$ cat config.mk
export PLATFORM = sky130hd
export DESIGN_NAME = system_clock_divider_control
export DESIGN_NICKNAME = d
export VERILOG_FILES = /design/src/clock_ctl_pkg.sv /design/src/system_clock_divider_control.sv
export SDC_FILE = /design/constraint.sdc
export NUM_CORES = 1
export LEC_CHECK = 0
export ABC_AREA = 1
export BUFFER_PORTS_ARGS = -buffer_cell sky130_fd_sc_hd__buf_2
export CORE_MARGIN = 1.5
export CORE_UTILIZATION = 30
export CTS_CLUSTER_DIAMETER = 100
export DETAILED_ROUTE_END_ITERATION = 7
export SYNTH_ARGS = -nofsm -noshare
export SYNTH_HDL_FRONTEND = slang
export SYNTH_SLANG_ARGS = --single-unit
export TNS_END_PERCENT = 50
$ cat constraint.sdc
create_clock -name pclk -period 3.05 [get_ports pclk]
set_input_delay 0.61 -clock pclk [delete_from_list [all_inputs] [get_ports pclk]]
set_output_delay 0.61 -clock pclk [all_outputs]
set_load 0.005 [all_outputs]
$ cat src/clock_ctl_pkg.sv
// Constants, field layout and carrier types of the system clock divider.
package clock_ctl_pkg;

    localparam int unsigned ADDR_W = 12;
    localparam int unsigned CNT_W = 9;
    localparam int unsigned RTC_CNT_W = 10;

    localparam logic [ADDR_W-1:0] CLOCK_CTL_OFFSET = 12'h000;
    localparam logic [ADDR_W-1:0] CLOCK_STATUS_OFFSET = 12'h004;

    // Bit 0 of the register is its most significant bit, so a field at
    // printed bits a..b sits at [31-a:31-b] here.
    localparam int unsigned DRIVE_LSB = 29;
    localparam int unsigned TB_SRC_BIT = 25;
    localparam int unsigned RTC_PREDIV_BIT = 24;
    localparam int unsigned RTC_INPUT_BIT = 23;
    localparam int unsigned WAKE_FAST_BIT = 21;
    localparam int unsigned EBD_LSB = 17;
    localparam int unsigned SYNC_LSB = 13;
    localparam int unsigned BAUD_LSB = 11;
    localparam int unsigned LOW_LSB = 8;
    localparam int unsigned HIGH_LSB = 5;

    localparam logic [1:0] DRIVE_FULL = 2'h0;
    localparam logic [1:0] DRIVE_HALF = 2'h1;
    localparam logic [1:0] DRIVE_RESERVED = 2'h2;
    localparam logic [1:0] DRIVE_OFF = 2'h3;
    localparam logic [2:0] LOW_RESERVED = 3'h6;
    localparam logic [2:0] HIGH_RESERVED = 3'h7;
    localparam logic [1:0] EBD_RESET = 2'h0;

    localparam logic [1:0] POR_LOAD_CNT = 2'h2;
    localparam logic [1:0] POR_DONE_CNT = 2'h3;

    localparam logic [3:0] TB_SYS_LAST = 4'hf;
    localparam logic [3:0] TB_OSC_LAST_16 = 4'hf;
    localparam logic [3:0] TB_OSC_LAST_4 = 4'h3;
    localparam logic [RTC_CNT_W-1:0] RTC_LAST_4 = 10'h003;
    localparam logic [RTC_CNT_W-1:0] RTC_LAST_512 = 10'h1ff;

    typedef struct packed {
        logic psel;
        logic penable;
        logic pwrite;
        logic [ADDR_W-1:0] paddr;
        logic [31:0] pwdata;
    } apb_req_t;

    typedef struct packed {
        logic pready;
        logic [31:0] prdata;
        logic pslverr;
    } apb_rsp_t;

    typedef struct packed {
        logic sys_clk_phase1;
        logic sys_clk_phase2;
        logic bus_clk_phase1;
        logic bus_clk_phase2;
        logic bus_clock_out;
        logic bus_clk_half_str;
        logic serial_sync_clk;
        logic serial_sync_clk_alt;
        logic baud_gen_clk;
        logic timebase_tick;
        logic rtc_tick;
    } clk_out_t;

endpackage

$ cat src/system_clock_divider_control.sv
// System clock divider, clock output control and clock control register.
`timescale 1ns/1ps
`default_nettype none
// Overview of operation
// - Sync clock divides by 1, 4, 16, 64.
// - Baud clock divides by 1, 4, 16, 64.
// - Ratio changes keep lock and clocks running.
// - Low divisor 2..256, code 110 reserved.
// - High divisor 1..64, code 111 reserved.
// - Low divisor applies only with low select.
// - Resets clear sync, baud, low, high dividers, wake enable, drive.
// - Drive: full, half, reserved, off high.
// - Drive changes never glitch the output.
// - Output held low while PLL unlocked.
// - Bus divide by 1 or 2, from config at hard reset.
// - Wake requests force the high rate.
// - Timebase from oscillator or system/16.
// - Real-time prescale 4 or 512, strapped.
// - Real-time input strapped at power-on.
// - Sync clock resamples external serial clocks.
// - Two 32-bit memory-mapped registers: control and read-only status.
// - Low select chooses low else high rate.
// - Return to low rate once requests end.
module system_clock_divider_control #(
    parameter int unsigned SER_N = 2,
    parameter bit OSC_TB_DIV16 = 1'b1
) (
    // Clock and power-on reset
    input wire logic pclk,
    input wire logic presetn,
    // Register bus
    input wire clock_ctl_pkg::apb_req_t apb_req,
    output clock_ctl_pkg::apb_rsp_t apb_rsp,
    // Pins: hard reset, straps, lock, oscillator, external clocks
    input wire logic hard_reset_in_n,
    input wire logic [2:0] mode_clock_straps,
    input wire logic [1:0] ext_bus_div_cfg,
    input wire logic pll_locked,
    input wire logic osc_clk_in,
    input wire logic rtc_ext_clk_in,
    input wire logic [SER_N-1:0] ext_serial_clk_in,
    // Same-clock inputs from the core and power control
    input wire logic irq_pending,
    input wire logic core_power_save_bit,
    input wire logic low_speed_sel,
    // Derived clocks and synchronised serial clocks
    output clock_ctl_pkg::clk_out_t clk_out,
    output logic [SER_N-1:0] ser_clk_synced
);
    import clock_ctl_pkg::*;

    typedef struct packed {
        logic [1:0] clk_out_drive;
        logic timebase_src_sel;
        logic rtc_prediv_sel;
        logic rtc_input_sel;
        logic wake_fast_req_en;
        logic [1:0] ext_bus_div;
        logic [1:0] sync_div;
        logic [1:0] baud_div;
        logic [2:0] low_speed_div;
        logic [2:0] high_speed_div;
        apb_rsp_t rsp;
        logic hrst_s1;
        logic hrst_s2;
        logic lock_s1;
        logic lock_s2;
        logic [2:0] strap_s1;
        logic [2:0] strap_s2;
        logic [1:0] ebcfg_s1;
        logic [1:0] ebcfg_s2;
        logic osc_s1;
        logic osc_s2;
        logic osc_s3;
        logic rtcx_s1;
        logic rtcx_s2;
        logic rtcx_s3;
        logic [SER_N-1:0] ser_s1;
        logic [SER_N-1:0] ser_s2;
        logic [1:0] por_cnt;
        logic [CNT_W-1:0] sys_cnt;
        logic [CNT_W-1:0] sys_div_act;
        logic sys_low;
        logic bus_cnt;
        logic bus_ext_bus_div;
        logic [1:0] drive_act;
        logic [CNT_W-1:0] sync_cnt;
        logic [CNT_W-1:0] sync_div_act;
        logic [CNT_W-1:0] baud_cnt;
        logic [CNT_W-1:0] baud_div_act;
        logic [3:0] tb_cnt;
        logic [RTC_CNT_W-1:0] rtc_cnt;
        clk_out_t clk;
    } state_t;

    state_t state_ff;
    state_t nxt_state;

    // Counts 0 .. 2*div-1; a new ratio may be loaded when the count wraps.
    function automatic logic [CNT_W-1:0] div_next(
        input logic [CNT_W-1:0] cnt,
        input logic [CNT_W-1:0] div
    );
        logic [CNT_W:0] last;
        last = {div, 1'b0} - (CNT_W + 1)'(1);
        if ({1'b0, cnt} == last) begin
            return '0;
        end
        return cnt + 1'b1;
    endfunction

    // Codes 0..3 map to divisors 1, 4, 16, 64.
    function automatic logic [CNT_W-1:0] quad_div(input logic [1:0] code);
        return CNT_W'(1) << {code, 1'b0};
    endfunction

    function automatic logic [31:0] pack_ctl(input state_t st);
        logic [31:0] v;
        v = '0;
        v[DRIVE_LSB +: 2] = st.clk_out_drive;
        v[TB_SRC_BIT] = st.timebase_src_sel;
        v[RTC_PREDIV_BIT] = st.rtc_prediv_sel;
        v[RTC_INPUT_BIT] = st.rtc_input_sel;
        v[WAKE_FAST_BIT] = st.wake_fast_req_en;
        v[EBD_LSB +: 2] = st.ext_bus_div;
        v[SYNC_LSB +: 2] = st.sync_div;
        v[BAUD_LSB +: 2] = st.baud_div;
        v[LOW_LSB +: 3] = st.low_speed_div;
        v[HIGH_LSB +: 3] = st.high_speed_div;
        return v;
    endfunction

    always_comb begin
        logic setup;
        logic access;
        logic ctl_hit;
        logic fast_req;
        logic want_low;
        logic sys_wrap;
        logic osc_rise;
        logic rtcx_rise;
        logic tb_evt;
        logic [3:0] tb_last;
        logic rtc_evt;
        logic [RTC_CNT_W-1:0] rtc_last;
        setup = 1'b0;
        access = 1'b0;
        ctl_hit = 1'b0;
        fast_req = 1'b0;
        want_low = 1'b0;
        sys_wrap = 1'b0;
        osc_rise = 1'b0;
        rtcx_rise = 1'b0;
        tb_evt = 1'b0;
        tb_last = '0;
        rtc_evt = 1'b0;
        rtc_last = '0;
        nxt_state = state_ff;

        // Pin synchronisers; logic reads the second stage, and also the third for oscillator and rtc edges.
        nxt_state.hrst_s1 = hard_reset_in_n;
        nxt_state.hrst_s2 = state_ff.hrst_s1;
        nxt_state.lock_s1 = pll_locked;
        nxt_state.lock_s2 = state_ff.lock_s1;
        nxt_state.strap_s1 = mode_clock_straps;
        nxt_state.strap_s2 = state_ff.strap_s1;
        nxt_state.ebcfg_s1 = ext_bus_div_cfg;
        nxt_state.ebcfg_s2 = state_ff.ebcfg_s1;
        nxt_state.osc_s1 = osc_clk_in;
        nxt_state.osc_s2 = state_ff.osc_s1;
        nxt_state.osc_s3 = state_ff.osc_s2;
        nxt_state.rtcx_s1 = rtc_ext_clk_in;
        nxt_state.rtcx_s2 = state_ff.rtcx_s1;
        nxt_state.rtcx_s3 = state_ff.rtcx_s2;
        osc_rise = state_ff.osc_s2 & ~state_ff.osc_s3;
        rtcx_rise = state_ff.rtcx_s2 & ~state_ff.rtcx_s3;

        // Straps are caught once the synchroniser holds their settled value.
        if (state_ff.por_cnt != POR_DONE_CNT) begin
            nxt_state.por_cnt = state_ff.por_cnt + 2'h1;
        end
        if (state_ff.por_cnt == POR_LOAD_CNT) begin
            nxt_state.rtc_prediv_sel = state_ff.strap_s2[1] |
                                       state_ff.strap_s2[2];
            nxt_state.rtc_input_sel = state_ff.strap_s2[1];
        end

        // Zero-wait APB slave: ready is raised in the access phase.
        setup = apb_req.psel & ~apb_req.penable;
        access = apb_req.psel & apb_req.penable & state_ff.rsp.pready;
        ctl_hit = apb_req.paddr == CLOCK_CTL_OFFSET;
        nxt_state.rsp.pready = setup;
        if (setup) begin
            nxt_state.rsp.pslverr = ~ctl_hit &
                ~(apb_req.paddr == CLOCK_STATUS_OFFSET) | (~ctl_hit &
                apb_req.pwrite);
            nxt_state.rsp.prdata = '0;
            if (ctl_hit && !apb_req.pwrite) begin
                nxt_state.rsp.prdata = pack_ctl(state_ff);
            end else if (apb_req.paddr == CLOCK_STATUS_OFFSET &&
                         !apb_req.pwrite) begin
                nxt_state.rsp.prdata = {16'h0000, 3'h0, state_ff.sys_low,
                    state_ff.lock_s2, state_ff.bus_ext_bus_div,
                    state_ff.drive_act, state_ff.sys_div_act[7:0]};
            end
        end
        // Reserved bits are dropped on write and read back as zero.
        if (access && apb_req.pwrite && ctl_hit) begin
            nxt_state.clk_out_drive = apb_req.pwdata[DRIVE_LSB +: 2];
            nxt_state.timebase_src_sel = apb_req.pwdata[TB_SRC_BIT];
            nxt_state.rtc_prediv_sel = apb_req.pwdata[RTC_PREDIV_BIT];
            nxt_state.rtc_input_sel = apb_req.pwdata[RTC_INPUT_BIT];
            nxt_state.wake_fast_req_en = apb_req.pwdata[WAKE_FAST_BIT];
            nxt_state.ext_bus_div = apb_req.pwdata[EBD_LSB +: 2];
            nxt_state.sync_div = apb_req.pwdata[SYNC_LSB +: 2];
            nxt_state.baud_div = apb_req.pwdata[BAUD_LSB +: 2];
            nxt_state.low_speed_div = apb_req.pwdata[LOW_LSB +: 3];
            nxt_state.high_speed_div = apb_req.pwdata[HIGH_LSB +: 3];
        end

        // Hard reset wins over a bus write in the same cycle.
        if (!state_ff.hrst_s2) begin
            nxt_state.sync_div = '0;
            nxt_state.baud_div = '0;
            nxt_state.low_speed_div = '0;
            nxt_state.high_speed_div = '0;
            nxt_state.wake_fast_req_en = 1'b0;
            nxt_state.clk_out_drive = DRIVE_FULL;
            nxt_state.ext_bus_div = state_ff.ebcfg_s2;
        end

        // System clock rate selection.
        fast_req = state_ff.wake_fast_req_en &
                   (irq_pending | ~core_power_save_bit);
        want_low = low_speed_sel & ~fast_req;
        nxt_state.sys_cnt = div_next(state_ff.sys_cnt,
                                     state_ff.sys_div_act);
        sys_wrap = nxt_state.sys_cnt == '0;
        // A reserved code leaves the running ratio in place.
        if (sys_wrap) begin
            if (want_low && state_ff.low_speed_div != LOW_RESERVED) begin
                nxt_state.sys_div_act = CNT_W'(2) <<
                                        state_ff.low_speed_div;
                nxt_state.sys_low = 1'b1;
            end else if (!want_low &&
                         state_ff.high_speed_div != HIGH_RESERVED) begin
                nxt_state.sys_div_act = CNT_W'(1) <<
                                        state_ff.high_speed_div;
                nxt_state.sys_low = 1'b0;
            end
        end
        nxt_state.clk.sys_clk_phase1 = sys_wrap;
        nxt_state.clk.sys_clk_phase2 = nxt_state.sys_cnt ==
                                       nxt_state.sys_div_act;

        // Bus clocks: one or two system periods; drive changes wait here.
        if (sys_wrap) begin
            if (state_ff.bus_cnt == state_ff.bus_ext_bus_div) begin
                nxt_state.bus_cnt = 1'b0;
                if (!state_ff.ext_bus_div[1]) begin
                    nxt_state.bus_ext_bus_div = state_ff.ext_bus_div[0];
                end
                if (state_ff.clk_out_drive != DRIVE_RESERVED) begin
                    nxt_state.drive_act = state_ff.clk_out_drive;
                end
            end else begin
                nxt_state.bus_cnt = 1'b1;
            end
        end
        nxt_state.clk.bus_clk_phase1 = nxt_state.clk.sys_clk_phase1 &
                                       ~nxt_state.bus_cnt;
        nxt_state.clk.bus_clk_phase2 = nxt_state.clk.sys_clk_phase2 &
                                       (nxt_state.bus_cnt ==
                                        nxt_state.bus_ext_bus_div);
        if (!state_ff.lock_s2) begin
            nxt_state.clk.bus_clock_out = 1'b0;
        end else if (nxt_state.drive_act == DRIVE_OFF) begin
            nxt_state.clk.bus_clock_out = 1'b1;
        end else begin
            nxt_state.clk.bus_clock_out = nxt_state.clk.bus_clk_phase2;
        end
        nxt_state.clk.bus_clk_half_str = nxt_state.drive_act ==
                                         DRIVE_HALF;

        // Serial sync clock, loaded only at its own period boundary.
        nxt_state.sync_cnt = div_next(state_ff.sync_cnt,
                                      state_ff.sync_div_act);
        if (nxt_state.sync_cnt == '0) begin
            nxt_state.sync_div_act = quad_div(state_ff.sync_div);
            // External serial clocks are resampled on the sync clock edge.
            nxt_state.ser_s1 = ext_serial_clk_in;
            nxt_state.ser_s2 = state_ff.ser_s1;
        end
        nxt_state.clk.serial_sync_clk = nxt_state.sync_cnt <
                                        nxt_state.sync_div_act;
        nxt_state.clk.serial_sync_clk_alt = nxt_state.clk.serial_sync_clk;

        // Baud generator clock.
        nxt_state.baud_cnt = div_next(state_ff.baud_cnt,
                                      state_ff.baud_div_act);
        if (nxt_state.baud_cnt == '0) begin
            nxt_state.baud_div_act = quad_div(state_ff.baud_div);
        end
        nxt_state.clk.baud_gen_clk = nxt_state.baud_cnt <
                                     nxt_state.baud_div_act;

        // Timebase tick source.
        if (state_ff.timebase_src_sel) begin
            tb_evt = sys_wrap;
            tb_last = TB_SYS_LAST;
        end else begin
            tb_evt = osc_rise;
            tb_last = OSC_TB_DIV16 ? TB_OSC_LAST_16 : TB_OSC_LAST_4;
        end
        nxt_state.clk.timebase_tick = 1'b0;
        if (tb_evt) begin
            if (state_ff.tb_cnt >= tb_last) begin
                nxt_state.tb_cnt = '0;
                nxt_state.clk.timebase_tick = 1'b1;
            end else begin
                nxt_state.tb_cnt = state_ff.tb_cnt + 4'h1;
            end
        end

        // Real-time clock prescaler.
        rtc_evt = state_ff.rtc_input_sel ? rtcx_rise : osc_rise;
        rtc_last = state_ff.rtc_prediv_sel ? RTC_LAST_512 :
                   RTC_LAST_4;
        nxt_state.clk.rtc_tick = 1'b0;
        if (rtc_evt) begin
            if (state_ff.rtc_cnt >= rtc_last) begin
                nxt_state.rtc_cnt = '0;
                nxt_state.clk.rtc_tick = 1'b1;
            end else begin
                nxt_state.rtc_cnt = state_ff.rtc_cnt + 10'h001;
            end
        end
    end

    // Power-on reset puts every divider at its fastest, full-drive setting.
    always_ff @(posedge pclk or negedge presetn) begin
        if (!presetn) begin
            state_ff <= '0;
            state_ff.hrst_s1 <= 1'b1;
            state_ff.hrst_s2 <= 1'b1;
            state_ff.sys_div_act <= CNT_W'(1);
            state_ff.sync_div_act <= CNT_W'(1);
            state_ff.baud_div_act <= CNT_W'(1);
            state_ff.ext_bus_div <= EBD_RESET;
        end else begin
            state_ff <= nxt_state;
        end
    end

    assign apb_rsp = state_ff.rsp;
    assign clk_out = state_ff.clk;
    assign ser_clk_synced = state_ff.ser_s2;

endmodule
`default_nettype wire

# After elaboration in Yosys (flattened, before gate mapping)
# Cells that the tools add are included.
# W data, S select, Z words.
[totals]
regBits = 161
output_inout_bits = 47
in_bits = 63
elab_cells = 157
[op_classes]
add_sub_neg = 9
bitwise = 22
n_shift = 4
reduce_logical = 15
order_cmp = 4
n_mux = 36
eq_ne = 15
[ops]
columns = ["operator", "n"]
rows = [
  ["$mux W9", 9],
  ["$mux W10", 4],
  ["$mux W31", 1],
  ["$eq A9 B10 Y1", 3],
  ["$sub A10 B1 Y10 const B", 3],
  ["$add A9 B1 Y9 const B", 3],
  ["$logic_not A9 Y1", 3],
  ["$shl A1 B3 Y9 const A", 3],
  ["$mux W13", 2],
  ["$lt A9 B9 Y1", 2],
  ["$mux W18", 1],
  ["$mux W1", 13],
  ["$eq A12 B3 Y1 const B", 1],
  ["$logic_not A12 Y1", 1],
  ["$and A1 B1 Y1", 11],
  ["$add A10 B1 Y10 const B", 1],
  ["$ge A10 B9 Y1", 1],
  ["$eq A9 B9 Y1", 1],
  ["$shl A2 B3 Y9 const A", 1],
  ["$mux W4", 2],
  ["$not A1 Y1", 8],
  ["$logic_and A1 B1 Y1", 6],
  ["$mux W2", 3],
  ["$ne A3 B3 Y1 const B", 2],
  ["13 further kinds", 20],
]

# Longest topological paths before layout
# Gate-level depths: netlist of the first run.
[logic_depth]
depth_word = 14
depth_mapped = 24
ltp_nobuf = 23

# Least setup slack after synthesis of the first run
# No wires, ideal clock.
[synth_timing]
path_type = "register to register"
start = "register state_ff[43] (netlist name)"
end = "register state_ff (netlist bit clk_out[3])"
t_required_ns = 2.973
path_stages_with_launch = 22
t_arrival_ns = 3.143
setup_slack_ns = -0.171
synth_period_minus_slack_ns = 3.221
n_path_buf = 0
setup_time_ns = 0.077
cell_sequence = "dfstp_2 inv_1 ha_1 xor2_1 or2_2 nand4_1 nor2_1 o211a_1 nand4_2 nand2_1 inv_1 nor2_1 nand3_1 clkinv_1 o21ai_0 inv_1 ha_1 a21oi_1 nor2_1 a211oi_1 o221ai_1 a21oi_1"
[synth_lines]
columns = ["item", "line_no", "source"]
rows = [
  ["start, declared", "system_clock_divider_control.sv:96", "state_t state_ff;"],
  ["start signal, assigned", "system_clock_divider_control.sv:351", "state_ff <= nxt_state;"],
]

==> metrics.cfg, run 1 <==
[synthesis]
syn-cell-area_sq_mm = 0.00836
synth-compound-area-share_pct = 9.21
syn_inst = 1026
synth_area_leader_cell = dfrtp_1
yosys.cell_types.count = 50
ys_seq_elements = 150
synthDominantCellAreaShare_pct = 43.4
synth_area_leaders = dfrtp_1, nand2_1, inv_1
ys_seq_area_share_pct = 45.0
synth_fa_ha_area_share_pct = 4.94
synth_ff_type = dfrtp_1
muxShareOfSynthArea_pct = 0
yosys.area_share.simple_pct = 23.6
synth_area_per_cell_sq_um = 8.15
synthArstFlopShare_pct = 100
synth_top_family_by_area = simple AND/OR/NAND/NOR gates
yosysWarnings = 0
synth_edf_count = 0
synth-xor-area-share_pct = 4.40

[die]
dieArea_sq_mm = 0.0289
placementRows = 60
dieWidth_um = 170
io_pins = 110
die_y_um = 170
initial_core_util_pct = 30.8
core_sq_mm = 0.0272

[finish]
final_cell_area_sq_mm = 0.0107
antennaDiodeCount = 0
multiInputGateArea_sq_mm = 0.00400
seqCellArea_sq_mm = 0.00376
fillers = 2817
area_growth_pct = 27.6
num-nets-final = 1276
drive_above_1_share_pct = 28.3
fin_cells = 1565

[critical_path]
cp_max_fo = 2
worstSetupPathType = reg2reg
worstPathRequired_ns = 3.40
cp-start-kind = register
cp-end-kind = register
critPathArrivalTime_ns = 3.66

[place]
port_buffers = 85
post_dp_cell_area_sq_mm = 0.00946
hpwl_um = 16100
gp_congestion = 0.901
placed_cells = 1504

[timing]
period_share_pct = 109
fin_skew_ns = 0.00870
final.setup.worst_slack_ns = -0.263
rsz0062_at_grt = true
hold_viol = 0
max_slew.worst_pin.slew_ns = 0.931
layout_min_cycle_time_ns = 3.31
max_slew_margin_pct = 37.9
fmax_mhz = 302
drv_slew = 0
finalSetupViolations = 2

[worst_hold_path]
hold_class = in2async

[route]
final_antenna_net_count = 0
detail_route.iter0.violations = 466
num_vias = 7147
drc = 0
first_pass_iters = 5
post_drt_wl_per_cell_um = 14.1
routed_wl_um = 22000
vias_per_cell = 4.57

[clocking]
cts.clk_slew.worst_paths_ns = 0.07
clock_latency_ns = 0.43
cts_buffers = 17
cts_max_level = 4
cts_root_buf = clkbuf_16
clockBufferDepth = 2
cts.sinks = 150
tritoncts = done
cts-hold-fix-buffers = 0

[status]
violations = setup timing
status = finished, violations left

[flow_run]
drv_cap = 0

[global_route]
antenna_found_initial = 0
grt_max_degree = 68
grt_pass1_wl_um = 34900
grt_pass1_vias = 6947
grt_use_total_pct = 15.5
grt.overflow.total = 0

[pwr]
power_density_mw_per_mm2 = 410
ir_drop_mv = 0.380
leakage_nw = 5.57

==> worst max-delay path, stage by stage, from the launching register on <==
cell	delay [ns]
dfstp_2	0.54
inv_2	0.05
ha_4	0.16
or2_4	0.26
a21o_1	0.17
buf_4	0.12
nand2_1	0.07
nor4_2	0.06
nand4_1	0.13
nand2_1	0.08
buf_4	0.13
buf_4	0.12
buf_4	0.12
buf_4	0.12
buf_4	0.12
buf_4	0.12
buf_4	0.12
buf_4	0.13
inv_4	0.06
ha_4	0.20
a21oi_2	0.12
o221ai_1	0.12
a21oi_1	0.12
==> per-layer routing <==
metal	up-vias	global-route usage, %	part of all wire (%)	routed length (um)
li1	3557	-	-	-
met1	3414	20.5	46	10100
met2	154	26.1	50	10900
met3	22	2.35	3.6	795
met4	0	4.73	1.1	243
met5	-	0	0	0
==> layout by cell type, fill, tap and decap left out, types with 6 or more instances in the layout <==
cell	synthesis	layout
nand2_1	225	205
inv_1	155	147
dfrtp_1	145	145
buf_4	50	101
buf_2	3	84
nand3_1	83	73
nor2_1	71	63
o21ai_0	47	41
xor2_1	30	29
ha_1	33	26
nand2_2	5	22
a21oi_1	24	21
clkbuf_16	0	17
o31ai_1	16	15
xnor2_1	12	11
nand4_1	11	11
inv_2	3	10
nand3_2	3	10
nor3_1	13	10
nor2_2	5	9
a31oi_1	9	9
conb_1	1	9
o21ai_2	2	8
nor2_4	3	7
ha_4	0	7
a21oi_2	3	6
==> sequential cells by signal (all words and copies together), names as in the netlist <==
| register | count |
|---|---|
| ser_clk_synced | 2 |
| nxt_state | 10 |
| state_ff | 103 |
| clk_out | 10 |
| apb_rsp | 25 |
==> power breakdown <==
part / switching (mW) / internal (mW)
Sequential: 0.0474 / 2.05
Combinational: 0.154 / 0.0945
Clock: 0.868 / 1.16
==> worst paths after layout <==
kind / startpoint / endpoint / slack (ns) / cells after the start
max reg2reg: state_ff[25] / clk_out[2] / -0.26 / 22
min reg2reg: nxt_state[106] / state_ff[106] / 0.35 / 0
max: state_ff[25] / clk_out[2] / -0.26 / 22
min in group pclk: hard_reset_in_n / nxt_state[108] / 0.28 / 1
min: presetn / state_ff[68] / 0.20 / 1
max in group asynchronous: presetn / state_ff[16] / 1.98 / 2
==> repair_timing <==
item,CTS,global route
pin swaps,30,55
gates cloned,0,2
buffers inserted,15,12
resized for setup,31,72
setup endpoints to repair,5,10
==> cell usage after synthesis, drive strengths merged (9+ instances only) <==
library cell,instances
nand2,232
inv,158
dfrtp,145
nand3,86
nor2,79
buf,56
o21ai,53
ha,33
xor2,30
a21oi,27
o31ai,16
nand4,13
nor3,13
xnor2,12
clkbuf,11
a31oi,9
==> stage by stage <==
step	TNS, ns	setup slack [ns]	power (mW)	hold slack (ns)	util [%]
5_1_grt	-0.819	-0.486	4.56	0.239	39.3
2_1_floorplan	-0.190	-0.103	2.27	0.314	-
3_3_place_gp	-0.708	-0.381	2.38	0.333	34.8
3_5_place_dp	-1.03	-0.502	2.39	0.338	34.8
4_1_cts	-0.563	-0.343	4.43	0.214	37.8
6_report	-0.380	-0.263	4.37	0.196	39.3
==> layout make-up <==
| class | count | share of cell area, % |
|---|---|---|
| Clock buffer | 20 | 4.19 |
| Clock inverter | 12 | 1.11 |
| Sequential cell | 150 | 35.2 |
| Inverter | 161 | 5.73 |
| Tap cell | 372 | 4.36 |
| Timing Repair Buffer | 192 | 11.9 |
| Multi-Input combinational cell | 658 | 37.5 |
==> logic make-up (layout without fill, tap and decap cells) <==
group | count (synthesis) | after routing
simple gates | 445 | 447
buf+inv | 228 | 385
flops | 150 | 150
compound gates | 127 | 127
xor+xnor | 42 | 42
fa+ha+maj | 33 | 33
other cells | 1 | 9
Power figures use the tool's default switching activity.
==> run 2, diff against run 1 <==
==> constraint.sdc (replaced) <==
create_clock -name pclk -period 3.05 [get_ports pclk]
set_input_delay 0.915 -clock pclk [delete_from_list [all_inputs] [get_ports pclk]]
set_output_delay 0.915 -clock pclk [all_outputs]
set_load 0.005 [all_outputs]
==> run 2 against run 1 <==
Against the previous run:
- design area increased by 1.7%
- the flow still finishes with violations (setup timing)
- non-clock buffer count increased by 16
- critical path depth unchanged
- wire length fell by 0.50%
==> metrics.cfg, run 2 (synthesis gave the netlist of run 1 again) <==
[pwr]
seqPwrFrac_pct = 46.7  ; -1.3 points
power_density_mw_per_mm2 = 414  ; +0.96%
netSwitchingPower_mw = 1.10  ; +2.8%
swShare_pct = 24.5  ; +0.038 points
power_mw = 4.49  ; +2.6%
leakage_nw = 5.65  ; +1.4%
clockPowerShare_pct = 47.6  ; +1.3 points
comb_power_share_pct = 5.7  ; about the same
internal_power_mw = 3.39  ; +2.6%
ir_drop_mv = 0.392  ; +3.2%

[status]
violations = setup timing
status = finished, violations left

[finish]
final_cell_mix = nand2_1, inv_1, dfrtp_1
num-nets-final = 1292  ; +1.3%
fillers = 2783  ; -1.2%
largest_reg_flops = 103  ; unchanged
drive_above_1_share_pct = 29.2  ; +0.87 points
area_growth_pct = 29.7
top_register = state_ff
antennaDiodeCount = 0  ; unchanged
fin_cells = 1581  ; +1.0%
final_common_cell = nand2_1

[timing]
final.setup.worst_slack_ns = -0.277  ; -0.0139 ns
drv_slew = 0  ; unchanged
layout_min_cycle_time_ns = 3.33  ; +0.0139 ns
rsz0062_at_grt = true
max_slew.worst_pin.slew_ns = 0.957  ; +0.0261 ns
hold_viol = 0  ; unchanged
max_slew_margin_pct = 36.1  ; -1.7 points
tns_ns = -0.435  ; -0.0552 ns
fin_skew_ns = 0.0112  ; +0.00248 ns
fmax_mhz = 301  ; -0.42%
finalSetupViolations = 2  ; unchanged
period_share_pct = 109  ; +0.46 points

[route]
routed_wl_um = 21900  ; -0.50%
detail_route.iter0.violations = 314  ; -33%
drc = 0  ; unchanged
post_drt_wl_per_cell_um = 13.9  ; -1.5%
first_pass_iters = 5  ; unchanged
vias_per_cell = 4.53  ; -0.90%
final_antenna_net_count = 0  ; unchanged
num_vias = 7155  ; +0.11%

[place]
port_buffers = 85  ; unchanged
hpwl_um = 16200  ; +1.1%
gp_congestion = 0.897  ; -0.48%
placed_cells = 1525  ; +1.4%

[global_route]
grt_pass1_vias = 6969  ; +0.32%
grt_use_total_pct = 15.3  ; -0.24 points
grt.overflow.total = 0  ; unchanged
antenna_found_initial = 0  ; unchanged
grt_max_degree = 47  ; -31%
grt_pass1_wl_um = 34400  ; -1.5%

[critical_path]
max_stage_delay_ns = 0.53  ; about the same
worstSetupPathType = reg2reg
worstPathRequired_ns = 3.40  ; about the same
cp_max_fo = 6  ; +4
reg2regPathDepth = 22  ; unchanged
cp-start-kind = register
critPathArrivalTime_ns = 3.68  ; +0.02 ns
cp_cell_sequence = inv_2, ha_4, or2_2, nand3_2, nand2_1, nor2_2, nand2_1, nor2_1, nand4_1, buf_6, nand2_2, nand3_1, nor2_2, nand2_2, o31ai_4, inv_2, ha_4, a21oi_2, nor2_1, a211oi_2, o221ai_2, a21oi_1
slowest_stage = dfstp_2
crit_buf_inv = 3  ; -8
critPathTopFamily = simple AND/OR/NAND/NOR gates
cp.depth = 22  ; unchanged
cp-end-kind = register

[die]
core_sq_mm = 0.0272  ; unchanged
die_y_um = 170  ; unchanged
dieArea_sq_mm = 0.0289  ; unchanged
io_pins = 110  ; unchanged
initial_core_util_pct = 30.8  ; unchanged
placementRows = 60  ; unchanged
dieWidth_um = 170  ; unchanged

[clocking]
tritoncts = done
cts_root_buf = clkbuf_16
cts.sinks = 150  ; unchanged
cts.clk_slew.worst_paths_ns = 0.06  ; about the same
clockBufferDepth = 2  ; unchanged
clock_latency_ns = 0.43  ; about the same
cts_buffers = 17  ; unchanged
cts_max_level = 4  ; unchanged

[worst_hold_path]
whs_path_depth = 0
hold_class = reg2reg

[flow_run]
drv_cap = 0  ; unchanged

run 2: cell count changes in the layout (fill, tap and decap cells not counted), sizes merged:
cell / previous run / this run
clkbuf: 20 / 21
clkinv: 6 / 5
buf: 192 / 207
bufinv: 1 / 2
run 2: what timing repair did:
item	in CTS	in global routing
setup buffers	8	14
pin swaps	34	46
hold buffers	0	0
endpoints found under the setup margin	6	10
cloned	0	3
gates resized for setup	27	64
run 2: power groups by stage:
stage,Clock (mW),Sequential [mW],Combinational (mW)
floorplan,0,2.12,0.153
global placement,0,2.13,0.253
detailed placement,0,2.13,0.264
CTS,2.17,2.10,0.265
global route,2.26,2.10,0.293
finish,2.13,2.10,0.256
run 2: final cells by class:
type,instances,area (sq um),area share (%)
Sequential cell,150,3760,34.7
Timing Repair Buffer,208,1420,13.1
Multi-Input combinational cell,658,4000,36.9
Tap cell,372,465,4.29
Clock buffer,20,447,4.12
Inverter,161,609,5.62
Clock inverter,12,144,1.33
run 2: stage by stage:
stage,worst slack [ns],instance area [sq um],util [%],hold slack [ns]
6_report,-0.277,10800,39.9,0.348
5_1_grt,-0.486,10800,39.9,0.358
2_1_floorplan,-0.103,8410,-,0.331
3_3_place_gp,-0.461,9630,35.4,0.333
4_1_cts,-0.399,10400,38.3,0.349
3_5_place_dp,-0.534,9630,35.4,0.335
run 2: layer usage:
layer  share of wire, %  vias to the layer above  track usage, %
met1                 45                     3394            19.2
met5                  0                        -               0
met3                4.4                       22            3.07
li1                   -                     3583               -
met4                1.5                        0            4.92
met2                 49                      156            26.1
run 2: path summary, 6_finish.rpt:
check | from | end | slack (ns)
worst max register to register | state_ff[25] | clk_out[2] | -0.28
worst min register to register | nxt_state[102] | state_ff[102] | 0.35
worst min-delay path | nxt_state[102] | state_ff[102] | 0.35
worst max-delay path | state_ff[25] | clk_out[2] | -0.28
max in group asynchronous | presetn | state_ff[158] | 1.91
min in group asynchronous | presetn | state_ff[71] | 0.41
